$ cat config.mk
export PLATFORM = sky130hd
export DESIGN_NAME = crsc_top
export DESIGN_NICKNAME = d
export VERILOG_FILES = /design/src/core/crsc_pkg.sv /design/src/core/crsc_sel_if.sv /design/src/core/crsc_top.sv /design/src/core/crsc_two_way_selector.sv
export VERILOG_INCLUDE_DIRS = /design/src /design/src/core
export SDC_FILE = /design/constraint.sdc
export NUM_CORES = 1
export LEC_CHECK = 0
export BUFFER_PORTS_ARGS = -buffer_cell sky130_fd_sc_hd__buf_4
export CELL_PAD_IN_SITES_DETAIL_PLACEMENT = 1
export CELL_PAD_IN_SITES_GLOBAL_PLACEMENT = 2
export CORE_UTILIZATION = 32
export CTS_BUF_LIST = sky130_fd_sc_hd__clkbuf_8 sky130_fd_sc_hd__clkbuf_16
export DETAILED_ROUTE_END_ITERATION = 8
export GPL_TIMING_DRIVEN = 0
export PLACE_DENSITY_LB_ADDON = 0.1
export SLEW_MARGIN = 10
export SYNTH_ARGS = -nofsm -noshare
export SYNTH_HDL_FRONTEND = slang
export SYNTH_SLANG_ARGS = --single-unit
$ cat constraint.sdc
create_clock -name clk -period 1.75 [get_ports clk]
set_input_delay 0.175 -clock clk [delete_from_list [all_inputs] [get_ports clk]]
set_output_delay 0.175 -clock clk [all_outputs]
set_load 0.02 [all_outputs]
$ cat src/core/crsc_defines.svh
// Purpose: Constants for the card read-select and clear block
// Assumes: 32-bit AXI4-Lite register bus, byte addresses
// Notes: Offsets are word aligned
`ifndef CRSC_DEFINES_SVH
`define CRSC_DEFINES_SVH
`define CRSC_OFF_CMD 4'h0
`define CRSC_OFF_CTRL 4'h4
`define CRSC_OFF_RESULT 4'h8
`define CRSC_OFF_STATUS 4'hC
`define CRSC_CMD_DEV_READ 0
`define CRSC_CMD_STAT_READ 1
`define CRSC_CMD_OPERAND 31
`define CRSC_CTRL_TERM 4
`define CRSC_CTRL_LOAD 14
`define CRSC_CTRL_UNLOAD 15
`define CRSC_RESP_OKAY 2'h0
`define CRSC_RESP_SLVERR 2'h2
`endif

$ cat src/core/crsc_pkg.sv
// Purpose: Types for the card read-select and clear block
// Assumes: Constants come from crsc_defines.svh
// Notes: Read path sequencing state
package crsc_pkg;
	typedef enum logic [2:0] {
		CRSC_IDLE = 3'b001,
		CRSC_SEL = 3'b010,
		CRSC_DRIVE = 3'b100
	} crsc_rd_state_type;
endpackage

$ cat src/core/crsc_sel_if.sv
// Purpose: Carrier between the top and the selector bank
// Assumes: Single clock
// Notes: None
`timescale 1ns/1ns
interface crsc_sel_if;
	logic sel_status;
	logic enable;
	logic [3:0] status_inputs;
	logic [3:0] data_inputs;
	logic [3:0] result;
	modport ctrl (output sel_status, output enable, output status_inputs, output data_inputs,
		input result);
	modport mux (input sel_status, input enable, input status_inputs, input data_inputs,
		output result);
endinterface

$ cat src/core/crsc_top.sv
// Purpose: Processor read select and card clear-read-buffer control
// Assumes: Reads and control words are issued by writing the command and control registers
// Notes: External result lines are driven only during a read
// How it works
// - Operand top bit picks status or peripheral data on a device-read.
// - Status-select asserts on status-read or device-read with instruction bit set.
// - With status-select, all four selectors pass their status inputs.
// - Status read raises output enable together with status-select.
// - Data read keeps status-select low; data-read strobe raises output enable.
// - Selectors output low whenever their enable is inactive.
// - Terminate bit in control word asserts clear-read-buffer low.
// - Load set with unload clear also asserts clear-read-buffer.
// - Load-buffer flag set from control word bit 14.
// - Unload-buffer flag taken from control word bit 15.
`timescale 1ns/1ns
`include "crsc_defines.svh"
module crsc_top
	import crsc_pkg::*;
(
	// Clock and reset
	input wire logic clk,
	input wire logic resetn,
	// AXI4-Lite write address
	input wire logic [3:0] s_axi_awaddr,
	input wire logic s_axi_awvalid,
	output logic s_axi_awready,
	// AXI4-Lite write data
	input wire logic [31:0] s_axi_wdata,
	input wire logic [3:0] s_axi_wstrb,
	input wire logic s_axi_wvalid,
	output logic s_axi_wready,
	// AXI4-Lite write response
	output logic [1:0] s_axi_bresp,
	output logic s_axi_bvalid,
	input wire logic s_axi_bready,
	// AXI4-Lite read address
	input wire logic [3:0] s_axi_araddr,
	input wire logic s_axi_arvalid,
	output logic s_axi_arready,
	// AXI4-Lite read data
	output logic [31:0] s_axi_rdata,
	output logic [1:0] s_axi_rresp,
	output logic s_axi_rvalid,
	input wire logic s_axi_rready,
	// Controller status and peripheral data
	input wire logic [3:0] status_inputs,
	input wire logic [3:0] data_inputs,
	// Processor result lines
	output logic [3:0] ext_result,
	output logic ext_output_enable,
	output logic status_select,
	// Peripheral
	output logic clear_read_buffer_n
);
	crsc_sel_if sel_bus();
	crsc_rd_state_type state_q;
	logic aw_hold_q;
	logic w_hold_q;
	logic [3:0] awaddr_q;
	logic [31:0] wdata_q;
	logic [3:0] wstrb_q;
	logic [31:0] operand_register;
	logic load_buffer_flag;
	logic unload_buffer_flag;
	logic terminate_latch;
	logic status_instr_decode;
	logic instruction_bit_decode;
	logic data_read_strobe_n;
	logic sel_status_q;
	logic enable_q;
	logic read_pending_q;
	logic [3:0] last_result_q;
	logic wr_fire;
	logic cmd_wr;
	logic ctrl_wr;
	logic start_read;

	assign wr_fire = aw_hold_q && w_hold_q && !s_axi_bvalid;
	assign cmd_wr = wr_fire && awaddr_q == `CRSC_OFF_CMD && wstrb_q[0];
	assign ctrl_wr = wr_fire && awaddr_q == `CRSC_OFF_CTRL && wstrb_q[1] && wstrb_q[0];
	assign start_read = cmd_wr && state_q == CRSC_IDLE &&
		(wdata_q[`CRSC_CMD_DEV_READ] || wdata_q[`CRSC_CMD_STAT_READ]);
	assign status_instr_decode = wdata_q[`CRSC_CMD_STAT_READ];
	// Instruction bit is the operand's most significant bit
	assign instruction_bit_decode = wdata_q[`CRSC_CMD_DEV_READ] &&
		operand_register[`CRSC_CMD_OPERAND];
	assign data_read_strobe_n = !(wdata_q[`CRSC_CMD_DEV_READ] &&
		!operand_register[`CRSC_CMD_OPERAND] && !status_instr_decode);

	// Write address and data captured independently
	always_ff @(posedge clk) begin
		if (!resetn) begin
			aw_hold_q <= 1'b0;
			awaddr_q <= 4'h0;
		end else if (s_axi_awvalid && s_axi_awready) begin
			aw_hold_q <= 1'b1;
			awaddr_q <= s_axi_awaddr;
		end else if (wr_fire) begin
			aw_hold_q <= 1'b0;
		end
	end
	always_ff @(posedge clk) begin
		if (!resetn) begin
			w_hold_q <= 1'b0;
			wdata_q <= 32'h0;
			wstrb_q <= 4'h0;
		end else if (s_axi_wvalid && s_axi_wready) begin
			w_hold_q <= 1'b1;
			wdata_q <= s_axi_wdata;
			wstrb_q <= s_axi_wstrb;
		end else if (wr_fire) begin
			w_hold_q <= 1'b0;
		end
	end
	always_ff @(posedge clk) begin
		if (!resetn) begin
			s_axi_awready <= 1'b0;
			s_axi_wready <= 1'b0;
		end else begin
			s_axi_awready <= !aw_hold_q && !(s_axi_awvalid && s_axi_awready) && !s_axi_bvalid;
			s_axi_wready <= !w_hold_q && !(s_axi_wvalid && s_axi_wready) && !s_axi_bvalid;
		end
	end
	always_ff @(posedge clk) begin
		if (!resetn) begin
			s_axi_bvalid <= 1'b0;
			s_axi_bresp <= `CRSC_RESP_OKAY;
		end else if (wr_fire) begin
			s_axi_bvalid <= 1'b1;
			s_axi_bresp <= (awaddr_q == `CRSC_OFF_CMD || awaddr_q == `CRSC_OFF_CTRL) ?
				`CRSC_RESP_OKAY : `CRSC_RESP_SLVERR;
		end else if (s_axi_bready) begin
			s_axi_bvalid <= 1'b0;
		end
	end

	// Operand register: command word with read requests kept out
	always_ff @(posedge clk) begin
		if (!resetn) begin
			operand_register <= 32'h0;
		end else if (cmd_wr && !(wdata_q[`CRSC_CMD_DEV_READ] || wdata_q[`CRSC_CMD_STAT_READ])) begin
			operand_register <= wdata_q;
		end
	end

	// Control word flags
	always_ff @(posedge clk) begin
		if (!resetn) begin
			load_buffer_flag <= 1'b0;
			unload_buffer_flag <= 1'b0;
			terminate_latch <= 1'b0;
		end else if (ctrl_wr) begin
			load_buffer_flag <= wdata_q[`CRSC_CTRL_LOAD];
			unload_buffer_flag <= wdata_q[`CRSC_CTRL_UNLOAD];
			terminate_latch <= wdata_q[`CRSC_CTRL_TERM];
		end
	end
	// Clear line follows the latched control word until the next one
	always_ff @(posedge clk) begin
		if (!resetn) begin
			clear_read_buffer_n <= 1'b1;
		end else if (ctrl_wr) begin
			clear_read_buffer_n <= !(wdata_q[`CRSC_CTRL_TERM] ||
				(wdata_q[`CRSC_CTRL_LOAD] && !wdata_q[`CRSC_CTRL_UNLOAD]));
		end
	end

	// Read sequencer: select, then drive, then release
	always_ff @(posedge clk) begin
		if (!resetn) begin
			state_q <= CRSC_IDLE;
			sel_status_q <= 1'b0;
			enable_q <= 1'b0;
		end else begin
			case (state_q)
				CRSC_IDLE: begin
					if (start_read) begin
						state_q <= CRSC_SEL;
						sel_status_q <= status_instr_decode || instruction_bit_decode;
						enable_q <= status_instr_decode || instruction_bit_decode ||
							!data_read_strobe_n;
					end
				end
				CRSC_SEL: begin
					state_q <= CRSC_DRIVE;
				end
				CRSC_DRIVE: begin
					state_q <= CRSC_IDLE;
					sel_status_q <= 1'b0;
					enable_q <= 1'b0;
				end
				default: begin
					state_q <= CRSC_IDLE;
					sel_status_q <= 1'b0;
					enable_q <= 1'b0;
				end
			endcase
		end
	end

	assign sel_bus.sel_status = sel_status_q;
	assign sel_bus.enable = enable_q;
	assign sel_bus.status_inputs = status_inputs;
	assign sel_bus.data_inputs = data_inputs;
	crsc_two_way_selector u_sel (
		.clk(clk),
		.resetn(resetn),
		.sel(sel_bus)
	);

	always_ff @(posedge clk) begin
		if (!resetn) begin
			ext_result <= 4'h0;
			ext_output_enable <= 1'b0;
			status_select <= 1'b0;
		end else begin
			// Result lines stay low outside the single drive cycle
			if (enable_q && state_q == CRSC_DRIVE) begin
				ext_result <= sel_bus.result;
			end else begin
				ext_result <= 4'h0;
			end
			ext_output_enable <= enable_q && state_q == CRSC_DRIVE;
			status_select <= sel_status_q && state_q == CRSC_DRIVE;
		end
	end
	always_ff @(posedge clk) begin
		if (!resetn) begin
			last_result_q <= 4'h0;
			read_pending_q <= 1'b0;
		end else begin
			read_pending_q <= state_q != CRSC_IDLE;
			if (state_q == CRSC_DRIVE) begin
				last_result_q <= sel_bus.result;
			end
		end
	end

	// Register reads
	always_ff @(posedge clk) begin
		if (!resetn) begin
			s_axi_arready <= 1'b0;
			s_axi_rvalid <= 1'b0;
			s_axi_rdata <= 32'h0;
			s_axi_rresp <= `CRSC_RESP_OKAY;
		end else begin
			s_axi_arready <= !s_axi_rvalid && !(s_axi_arvalid && s_axi_arready);
			if (s_axi_arvalid && s_axi_arready) begin
				s_axi_rvalid <= 1'b1;
				s_axi_rresp <= `CRSC_RESP_OKAY;
				case (s_axi_araddr)
					`CRSC_OFF_CMD: s_axi_rdata <= operand_register;
					`CRSC_OFF_CTRL: s_axi_rdata <= {16'h0, unload_buffer_flag, load_buffer_flag,
						9'h0, terminate_latch, 4'h0};
					`CRSC_OFF_RESULT: s_axi_rdata <= {28'h0, last_result_q};
					`CRSC_OFF_STATUS: s_axi_rdata <= {28'h0, read_pending_q, !clear_read_buffer_n,
						status_select, ext_output_enable};
					default: begin
						s_axi_rdata <= 32'h0;
						s_axi_rresp <= `CRSC_RESP_SLVERR;
					end
				endcase
			end else if (s_axi_rready) begin
				s_axi_rvalid <= 1'b0;
			end
		end
	end
endmodule // crsc_top

$ cat src/core/crsc_two_way_selector.sv
// Purpose: Four 2-to-1 selectors with a common select and enable
// Assumes: Enable active high inside the design
// Notes: Output registered; low whenever not enabled
`timescale 1ns/1ns
module crsc_two_way_selector
	import crsc_pkg::*;
(
	// Clock and reset
	input wire logic clk,
	input wire logic resetn,
	// Selector bundle
	crsc_sel_if.mux sel
);
	genvar i;
	generate
		for (i = 0; i < 4; i++) begin : g_bit
			always_ff @(posedge clk) begin
				if (!resetn) begin
					sel.result[i] <= 1'b0;
				end else if (!sel.enable) begin
					sel.result[i] <= 1'b0;
				end else if (sel.sel_status) begin
					sel.result[i] <= sel.status_inputs[i];
				end else begin
					sel.result[i] <= sel.data_inputs[i];
				end
			end
		end
	endgenerate
endmodule // crsc_two_way_selector

==> results.toml, run 1 <==
[detailed_routing]
num_vias = 3963
route.detailed.drc = 6
routed_via_density = 4.758
routedWlPerCell_um = 15.99
drtAntennaViolNets = 0
drc_marker_count_from_the_first_detailed_route_iteration = 123
routed_wl_mm = 13.32
detail_route.first_pass.iterations = 9

[setup_path]
critPathBufInv = 2
cp.required_ps = 2050
timing.critical_path.fanout_max = 10
worst_path_dominant_cell_family = "buffers and inverters"
critPathSlowestCell = "dfxtp_1"
cp_cell_sequence = "nand2_1, and2_1, clkbuf_1, clkbuf_2, a22o_1"
cp-end-kind = "register"
critical_path.max_stage_delay_ps = 380
timing.critical_path.arrival_ps = 1930
element_type_at_the_critical_path_start = "register"
setup.worst_path.class = "register to register"
timing.critical_path.depth = 5
rr_worst_depth = 5

[sta]
final.period_utilization_pct = 93.16
tightest_slew_ps = 558.7
slew_viol_final = 0
skew_ps = 6.851
max_freq_mhz = 613.4
report.final.hold_viol_count = 0
finalCriticalPeriod_ps = 1630
rsz0062_at_grt = "no"
relSlewSlack_pct = 62.75
finalSetupViolations = 0
setup_total_negative_slack_ps = 0

[clock_network]
cts_buffers = 17
clk_transition_reported_paths_ps = 60
clk-insertion-delay-late_ps = 410
cts.sink_count = 135
cts_tree = "yes"
clock_tree.root_cell = "clkbuf_16"
clock_tree.buffer_depth = 2
ctsHtreeMaxLevel = 4

[floorplan]
die_h_um = 125.4
floorplan.core_area_um2 = 14700
die_outline_area_um2 = 15730
io-pin-count = 107
placement_rows = 44
fp.dieW_um = 125.4
starting_density_of_the_core_pct = 33.16

[worst_hold_path]
hold_class = "input pin to register"
whs_path_depth = 3

[power]
p_per_area_nw_per_um2 = 1080
total_power_consumption_of_the_routed_design_mw = 7.030
power_leakage_nw = 2.607
max-vdd-ir-drop_mv = 0.6439

[run_status]
outcome = "complete, but fails checks"
violated_checks = "DRC"

[cells_and_area]
layout-drive-gt1-share_pct = 23.42
layout.cell_area.non_filler_um2 = 6507
antenna_cells_inserted = 0
instances_no_fill = 833
finalNetCount = 696
area_growth_syn_to_layout_pct = 33.50

[job]
timing.max_cap.violations = 0

[synthesis]
dominantRegCellSynth = "dfxtp_1"
gate_count_after_technology_mapping = 514
synth.lib_cells_used.distinct = 36
ys_seq_elements = 135
ys_seq_area_share_pct = 55.44
synthArstFlopShare_pct = 0
synth-edff-count = 0
synthesis.area_per_instance_um2 = 9.484
synthesis.yosys.warnings = 0
synthesis.area_um2 = 4875

[global_route]
grt_util_all_layers_pct = 18.18
pin_count_of_the_biggest_net_entering_global_routing = 17
grt_overflow_total = 0
grt_pass1_wl_mm = 21.76
number_of_global_route_vias_before_repair = 4314
antenna_found_initial = 0

[place]
dp_cells = 800
dpl.hpwl_mm = 9.677
postPlaceCellArea_um2 = 5867
i_o_buffers = 101
globalplace.congestion = 0.7100
==> cell usage in the layout (no fill, tap or decap), types with 2 or more instances in the layout <==
cell type and count:
nand2_1 144, dfxtp_1 135, buf_4 108, a21boi_0 71
a22o_1 29, mux2i_1 19, clkbuf_16 17, clkbuf_1 16
nor2b_1 10, nor2_1 10, inv_1 10, o21ai_0 8
nand3_1 8, and2_1 6, clkbuf_2 6, and3_1 5
nand2b_1 5, clkbuf_8 5, buf_2 4, nor3_1 4
clkbuf_4 3, a21oi_1 3, o21a_1 2, conb_1 2
bufinv_16 2
==> registers in the layout, indices dropped and copies added, names as in the netlist, 2 cells and up <==
register	count
operand_register	32
s_axi_rdata	32
wdata_q	32
awaddr_q	4
ext_result	4
last_result_q	4
u_sel.sel.result	4
state_q	3
wstrb_q	2
==> through the flow <==
stage / hold slack [ps] / setup slack (ps) / util, %
floorplan: 318.9 / 309.7 / -
global placement: 416.0 / -154.9 / 39.91
detailed placement: 431.7 / -196.5 / 39.91
CTS: 2.247 / 10.97 / 44.07
global route: 8.615 / 3.517 / 44.27
finish: 8.532 / 119.8 / 44.27
==> power breakdown <==
| part | switching [mW] | total, mW | internal (mW) |
|---|---|---|---|
| clock network | 1.23 | 3.47 | 2.24 |
| registers | 0.0403 | 3.17 | 3.13 |
| logic | 0.207 | 0.389 | 0.182 |
| total | 1.47 | 7.03 | 5.56 |
==> worst register-to-register path, cell delays in order (launching register included) <==
cell,delay (ps)
dfxtp_1,380
nand2_1,200
and2_1,220
clkbuf_1,180
clkbuf_2,260
a22o_1,280
==> area by class of cell <==
class | count | area (um^2)
fillers | 1676 | 8192
flip-flops and latches | 135 | 2703
multi-input cells | 341 | 2026
repair buffers | 103 | 775.7
clock buffers | 22 | 494.2
well taps | 184 | 230.2
plain buffers | 36 | 181.4
clock inverters | 9 | 86.33
inverters | 3 | 11.26
==> repair_timing <==
| item | 4_1_cts | 5_1_grt |
|---|---|---|
| hold endpoints to repair | 1 | 0 |
| hold buffers | 1 | 0 |
| endpoints found under the setup margin | 24 | 43 |
| pin swaps | 1 | 0 |
| buffers inserted | 1 | 0 |
| gates resized for setup | 6 | 8 |
==> cell families after synthesis <==
| family | after synthesis | share of synthesized area, % |
|---|---|---|
| and+or+nand+nor | 200 | 18.15 |
| buffers and inverters | 39 | 3.619 |
| other | 1 | 0.07693 |
| muxes | 19 | 3.901 |
| AOI/OAI and AO/OA | 120 | 18.81 |
| DFF | 135 | 55.44 |
==> layer usage <==
metal  wire length (um)  track usage, %
met2               6387           31.14
met3                516           5.006
met4                157           6.026
met1               6259           21.92
met5                  0               0
==> cells in the mapped netlist (all sizes together), types with 2 or more instances <==
cell type | number | share of area [%]
nand2 | 144 | 11
dfxtp | 135 | 55
a21boi | 71 | 11
a22o | 29 | 5.2
clkbuf | 22 | 1.7
mux2i | 19 | 3.9
buf | 14 | 1.7
nor2 | 11 | 0.90
nor2b | 10 | 1.3
nand3 | 9 | 0.92
o21ai | 8 | 0.82
and2 | 6 | 0.77
and3 | 5 | 0.64
nand2b | 5 | 0.64
nor3 | 4 | 0.41
a21oi | 3 | 0.31
inv | 3 | 0.23
nor3b | 2 | 0.41
o21a | 2 | 0.31
==> final timing paths <==
path | from | slack (ps) | to
worst max-delay path | s_axi_arready | 120 | s_axi_rdata[19]
worst min-delay path | status_inputs[2] | 9 | u_sel.sel.result[2]
worst max register to register | s_axi_arready | 120 | s_axi_rdata[19]
worst min register to register | wdata_q[9] | 460 | operand_register[9]
Note: power is estimated with default switching activity, not from simulation.
==> run 2, diff against run 1 <==
--- a/config.mk
+++ b/config.mk
@@ -9,7 +9,7 @@
 export BUFFER_PORTS_ARGS = -buffer_cell sky130_fd_sc_hd__buf_4
 export CELL_PAD_IN_SITES_DETAIL_PLACEMENT = 1
 export CELL_PAD_IN_SITES_GLOBAL_PLACEMENT = 2
-export CORE_UTILIZATION = 32
+export CORE_UTILIZATION = 29
 export CTS_BUF_LIST = sky130_fd_sc_hd__clkbuf_8 sky130_fd_sc_hd__clkbuf_16
 export DETAILED_ROUTE_END_ITERATION = 8
 export GPL_TIMING_DRIVEN = 0
@@ -17,4 +17,5 @@
 export SLEW_MARGIN = 10
 export SYNTH_ARGS = -nofsm -noshare
 export SYNTH_HDL_FRONTEND = slang
+export SYNTH_HIERARCHICAL = 1
 export SYNTH_SLANG_ARGS = --single-unit
==> constraint.sdc (replaced) <==
create_clock -name clk -period 1.4 [get_ports clk]
set_input_delay 0.14 -clock clk [delete_from_list [all_inputs] [get_ports clk]]
set_output_delay 0.14 -clock clk [all_outputs]
set_load 0.02 [all_outputs]
==> results.toml, run 2 <==
[detailed_routing]
route.detailed.drc = 0
routed_wl_mm = 13.80
drtAntennaViolNets = 0
detail_route.first_pass.iterations = 4
routedWlPerCell_um = 15.00
drc_marker_count_from_the_first_detailed_route_iteration = 66
num_vias = 4213
routed_via_density = 4.579

[synthesis]
yosysTopAreaCellShare_pct = 55.86
post_synth_main_area_contributors = "dfxtp_1 56%, nand2_1 8.8%, nand3_1 6.9%"
synth.lib_cells_used.distinct = 35
synthesis.area_um2 = 4838
synth.most_common_cell = "dfxtp_1"
synth_top_cells_by_count = "135 x dfxtp_1, 113 x nand2_1, 67 x nand3_1, 42 x a21boi_0, 29 x a22o_1"
synthArstFlopShare_pct = 0
synthesis.yosys.warnings = 6
post-synth-top-area-cell = "dfxtp_1"
gate_count_after_technology_mapping = 520
synthesis.area_per_instance_um2 = 9.305
ys_seq_elements = 135
synth-edff-count = 0
ys_seq_area_share_pct = 55.86
dominantRegCellSynth = "dfxtp_1"

[power]
p_per_area_nw_per_um2 = 1219
seq_power_share_pct = 46.0
power.internal_mw = 6.715
power_leakage_nw = 2.971
total_power_consumption_of_the_routed_design_mw = 8.618
comb_power_share_pct = 7.0
switching_share_pct = 22.08
power_switching_mw = 1.903
max-vdd-ir-drop_mv = 0.8106
clock_power_share_pct = 46.9

[cells_and_area]
layout-drive-gt1-share_pct = 25.14
area_growth_syn_to_layout_pct = 46.11
layout.cell_area.non_filler_um2 = 7069
instances_no_fill = 920
reg.largest.list = "operand_register x32, s_axi_rdata x32, wdata_q x32"
post-route-util_pct = 44.02
antenna_cells_inserted = 0
most-common-layout-cells = "131 x dfxtp_1, 112 x nand2_1, 112 x buf_4, 62 x nand3_1, 43 x dlygate4sd3_1"
final_common_cell = "dfxtp_1"
finalNetCount = 751

[sta]
rsz0062_at_grt = "yes"
skew_ps = 6.397
setup_total_negative_slack_ps = -2357
finalCriticalPeriod_ps = 1499
slew_viol_final = 0
relSlewSlack_pct = 52.95
layout_setup_ws_ps = -98.90
report.final.hold_viol_count = 0
max_freq_mhz = 667.2
final.hold.worst_slack_ps = 8.749
finalSetupViolations = 34
final.period_utilization_pct = 107.1
tightest_slew_ps = 705.7

[place]
postPlaceCellArea_um2 = 5879
globalplace.congestion = 0.7288
i_o_buffers = 101
detailedPlace.worstSlack_ps = -436.4
dp_cells = 838
dpl.hpwl_mm = 9.751

[clock_network]
ctsHtreeMaxLevel = 4
clk_transition_reported_paths_ps = 50
clock_tree.root_cell = "clkbuf_16"
cts_tree = "yes"
clock_tree.buffer_depth = 2
cts_buffers = 17
cts.sink_count = 135
clk-insertion-delay-late_ps = 410

[setup_path]
timing.critical_path.arrival_ps = 1860
element_type_at_the_critical_path_start = "register"
cp-startpoint = "awaddr_q[0]"
cp-end-kind = "register"
timing.rr.start = "awaddr_q[0]"
cp.required_ps = 1760
timing.critical_path.fanout_max = 10
setup.worst_path.class = "register to register"

[global_route]
grt_overflow_total = 0
grt_pass1_wl_mm = 22.36
pin_count_of_the_biggest_net_entering_global_routing = 17
grt_util_all_layers_pct = 16.75
number_of_global_route_vias_before_repair = 4362
antenna_found_initial = 0

[run_status]
outcome = "complete, but fails checks"
violated_checks = "setup timing"

[floorplan]
fp.dieW_um = 131.2
floorplan.core_area_um2 = 16060
starting_density_of_the_core_pct = 30.13
io-pin-count = 107
placement_rows = 46
die_outline_area_um2 = 17200
die_h_um = 131.2

[worst_hold_path]
hold_class = "input pin to register"
min-delay-start = "s_axi_wdata[14]"

[job]
timing.max_cap.violations = 0
run 2: what timing repair did:
item / in CTS / in global routing
resized for setup: 37 / 14
endpoints found under the setup margin: 102 / 78
pin swaps: 18 / 7
endpoints found under the hold margin: 39 / 0
setup buffers: 8 / 3
hold buffers: 43 / 0
run 2: cells by family (layout without fill, tap and decap cells):
kind of cell           count (synthesis)  after routing  synth area share, %
AOI/OAI and AO/OA                     95             95                14.64
buffers and inverters                 41            224                3.801
DFF                                  135            135                55.86
muxes                                 15             15                3.103
other                                  1              2              0.07751
and+or+nand+nor                      233            233                22.52
run 2: routing by layer:
layer / track usage (%) / wire length [um] / vias to the layer above
met1: 20.25 / 6431 / 1991
li1: - / - / 2129
met5: 0 / 0 / -
met2: 28.66 / 6641 / 77
met4: 6.078 / 185 / 0
met3: 4.090 / 545 / 16
run 2: power by group through the flow:
stage / Combinational [mW] / Clock [mW] / Sequential, mW
after floorplan: 0.229 / 0 / 4.05
after global placement: 0.487 / 0 / 4.04
after detailed placement: 0.496 / 0 / 4.05
after CTS: 0.609 / 4.15 / 3.96
after global routing: 0.668 / 4.33 / 3.97
final: 0.607 / 4.05 / 3.97
run 2: final cells by class:
cell class | instances | area (um^2)
Buffer | 35 | 229.0
Tap cell | 216 | 270.3
Multi-Input combinational cell | 345 | 2016
Fill cell | 1826 | 8989
Sequential cell | 135 | 2710
Timing Repair Buffer | 155 | 1291
Clock inverter | 8 | 33.78
Clock buffer | 23 | 508.0
Inverter | 3 | 11.26
run 2: critical path: stages (launching register included):
cell and delay, ps:
dfxtp_2 340, nor4b_4 360, and4_1 280, buf_6 150
buf_8 140, nand3_1 80, nand2_1 90
run 2: final timing paths:
check	endpoint	slack, ps	depth (start not counted)
setup / recovery	operand_register[19]	-100	6
hold reg to reg	operand_register[17]	450	2
setup reg to reg	operand_register[19]	-100	6
hold / removal	wdata_q[14]	9	3
==> run 3, diff against run 2 <==
--- a/config.mk
+++ b/config.mk
@@ -9,7 +9,7 @@
 export BUFFER_PORTS_ARGS = -buffer_cell sky130_fd_sc_hd__buf_4
 export CELL_PAD_IN_SITES_DETAIL_PLACEMENT = 1
 export CELL_PAD_IN_SITES_GLOBAL_PLACEMENT = 2
-export CORE_UTILIZATION = 29
+export CORE_UTILIZATION = 32
 export CTS_BUF_LIST = sky130_fd_sc_hd__clkbuf_8 sky130_fd_sc_hd__clkbuf_16
 export DETAILED_ROUTE_END_ITERATION = 8
 export GPL_TIMING_DRIVEN = 0
==> constraint.sdc (replaced) <==
create_clock -name clk -period 1.6 [get_ports clk]
set_input_delay 0.16 -clock clk [delete_from_list [all_inputs] [get_ports clk]]
set_output_delay 0.16 -clock clk [all_outputs]
set_load 0.02 [all_outputs]
==> results.toml, run 3 (synthesis results as in run 2) <==
[run_status]
outcome = "complete, but fails checks"
violated_checks = "DRC"

[sta]
finalSetupViolations = 0
final.hold.worst_slack_ps = 7.007
max_freq_mhz = 638.9
relSlewSlack_pct = 57.48
finalCriticalPeriod_ps = 1565
final.period_utilization_pct = 97.82
slew_viol_final = 0
skew_ps = 5.900
report.final.hold_viol_count = 0
rsz0062_at_grt = "yes"
tightest_slew_ps = 637.8

[floorplan]
io-pin-count = 107
fp.dieW_um = 125.0
starting_density_of_the_core_pct = 33.04
floorplan.core_area_um2 = 14640
die_outline_area_um2 = 15620
placement_rows = 44
die_h_um = 125.0

[clock_network]
clock_tree.buffer_depth = 2
clk_transition_reported_paths_ps = 60
ctsHtreeMaxLevel = 4
clk-insertion-delay-late_ps = 410
cts_buffers = 17
cts.sink_count = 135
clock_tree.root_cell = "clkbuf_16"
cts_tree = "yes"

[detailed_routing]
route.detailed.drc = 16
routed_via_density = 4.755
detail_route.first_pass.iterations = 6
num_vias = 4094
routedWlPerCell_um = 15.51
drc_marker_count_from_the_first_detailed_route_iteration = 182
drtAntennaViolNets = 0
routed_wl_mm = 13.36

[power]
power_leakage_nw = 2.869
p_per_area_nw_per_um2 = 1268
max-vdd-ir-drop_mv = 0.7495
total_power_consumption_of_the_routed_design_mw = 8.637

[setup_path]
cp.required_ps = 1890
regToRegSetupSlack_ps = 30
worst_path_dominant_cell_family = "simple AND/OR/NAND/NOR gates"
timing.critical_path.fanout_max = 5
critPathSlowestCell = "nor4b_4"
critical_path.max_stage_delay_ps = 360
setup.worst_path.class = "register to register"
cp-end-kind = "register"
worst_path_most_repeated_cell = "buf_4"
timing.critical_path.arrival_ps = 1860
cp_cell_sequence = "nor4b_4, nand4_1, buf_4, buf_4, nand3_1, o21ai_0"
element_type_at_the_critical_path_start = "register"
critPathBufInv = 2

[worst_hold_path]
hold_class = "input pin to register"

[place]
dpl.hpwl_mm = 9.470
globalplace.congestion = 0.7245
i_o_buffers = 101

[cells_and_area]
reg.largest.list = "operand_register x32, s_axi_rdata x32, wdata_q x32"
final_common_cell = "dfxtp_1"
antenna_cells_inserted = 0
layout-drive-gt1-share_pct = 24.67
finalNetCount = 723
most-common-layout-cells = "133 x dfxtp_1, 114 x buf_4, 113 x nand2_1, 67 x nand3_1, 42 x a21boi_0"
area_growth_syn_to_layout_pct = 40.81

[global_route]
pin_count_of_the_biggest_net_entering_global_routing = 17
grt_util_all_layers_pct = 18.03
antenna_found_initial = 0
grt_overflow_total = 0
grt_pass1_wl_mm = 21.96
number_of_global_route_vias_before_repair = 4293

[job]
timing.max_cap.violations = 0
[run 3: changes by cell type in the layout (fill, tap and decap cells not counted), sizes merged]
| cell | change |
|---|---|
| bufinv | +8 |
| buf | -1 |
| inv | -4 |
| clkbuf | -6 |
| dlygate4sd3 | -26 |
| clkinvlp | +2 |
[run 3: repair_timing]
item                       4_1_cts  5_1_grt
buffers inserted                 4        5
hold buffers                    17        0
pin swaps                        3        4
gates resized for setup         15        9
hold endpoints to repair        14        0
setup endpoints to repair       92       75
[run 3: routing by layer]
| metal | global-route usage, % | vias up | wire length, um |
|---|---|---|---|
| met5 | 0 | - | 0 |
| met4 | 4.950 | 0 | 114 |
| met3 | 5.006 | 9 | 525 |
| met2 | 31.19 | 76 | 6554 |
| met1 | 21.91 | 1945 | 6163 |
| li1 | - | 2064 | - |
[run 3: final cells by class]
type / instances / area [um^2]
fillers: 1663 / 7831
repair buffers: 127 / 996.0
inverters: 3 / 11.26
plain buffers: 35 / 188.9
flip-flops and latches: 135 / 2705
clock buffers: 18 / 439.2
clock inverters: 14 / 277.8
multi-input cells: 345 / 1964
well taps: 184 / 230.2
[run 3: worst paths after layout]
| kind | from | end | depth (start not counted) |
|---|---|---|---|
| hold / removal | s_axi_wdata[6] | wdata_q[6] | 3 |
| hold reg to reg | s_axi_rvalid | s_axi_arready | 1 |
| setup reg to reg | awaddr_q[0] | operand_register[4] | 6 |
| setup / recovery | awaddr_q[0] | operand_register[4] | 6 |
[run 3: report_power, final]
| part | switching (mW) | leakage (nW) | total (mW) | internal, mW |
|---|---|---|---|---|
| Sequential | 0.0431 | 1.09 | 3.47 | 3.43 |
| Clock | 1.44 | 0.347 | 4.71 | 3.27 |
| Combinational | 0.244 | 1.43 | 0.459 | 0.215 |
| Total | 1.73 | 2.87 | 8.64 | 6.91 |
[run 3: stage by stage]
stage / cells / setup TNS (ps) / setup WS [ps] / area, um^2 / util (%)
6_report: 861 / 0 / 34.90 / 6813 / 46.52
3_3_place_gp: 806 / -11820 / -267.6 / 5831 / 39.82
3_5_place_dp: 806 / -14680 / -300.0 / 5831 / 39.82
4_1_cts: 858 / 0 / 2.686 / 6777 / 46.27
5_1_grt: 861 / -569.5 / -80.84 / 6813 / 46.52
2_1_floorplan: 521 / 0 / 60.45 / 4842 / -
[run 3: worst reg2reg max path: stages (launching register included)]
cell,delay [ps]
dfxtp_2,340
nor4b_4,360
nand4_1,240
buf_4,210
buf_4,130
nand3_1,70
o21ai_0,90
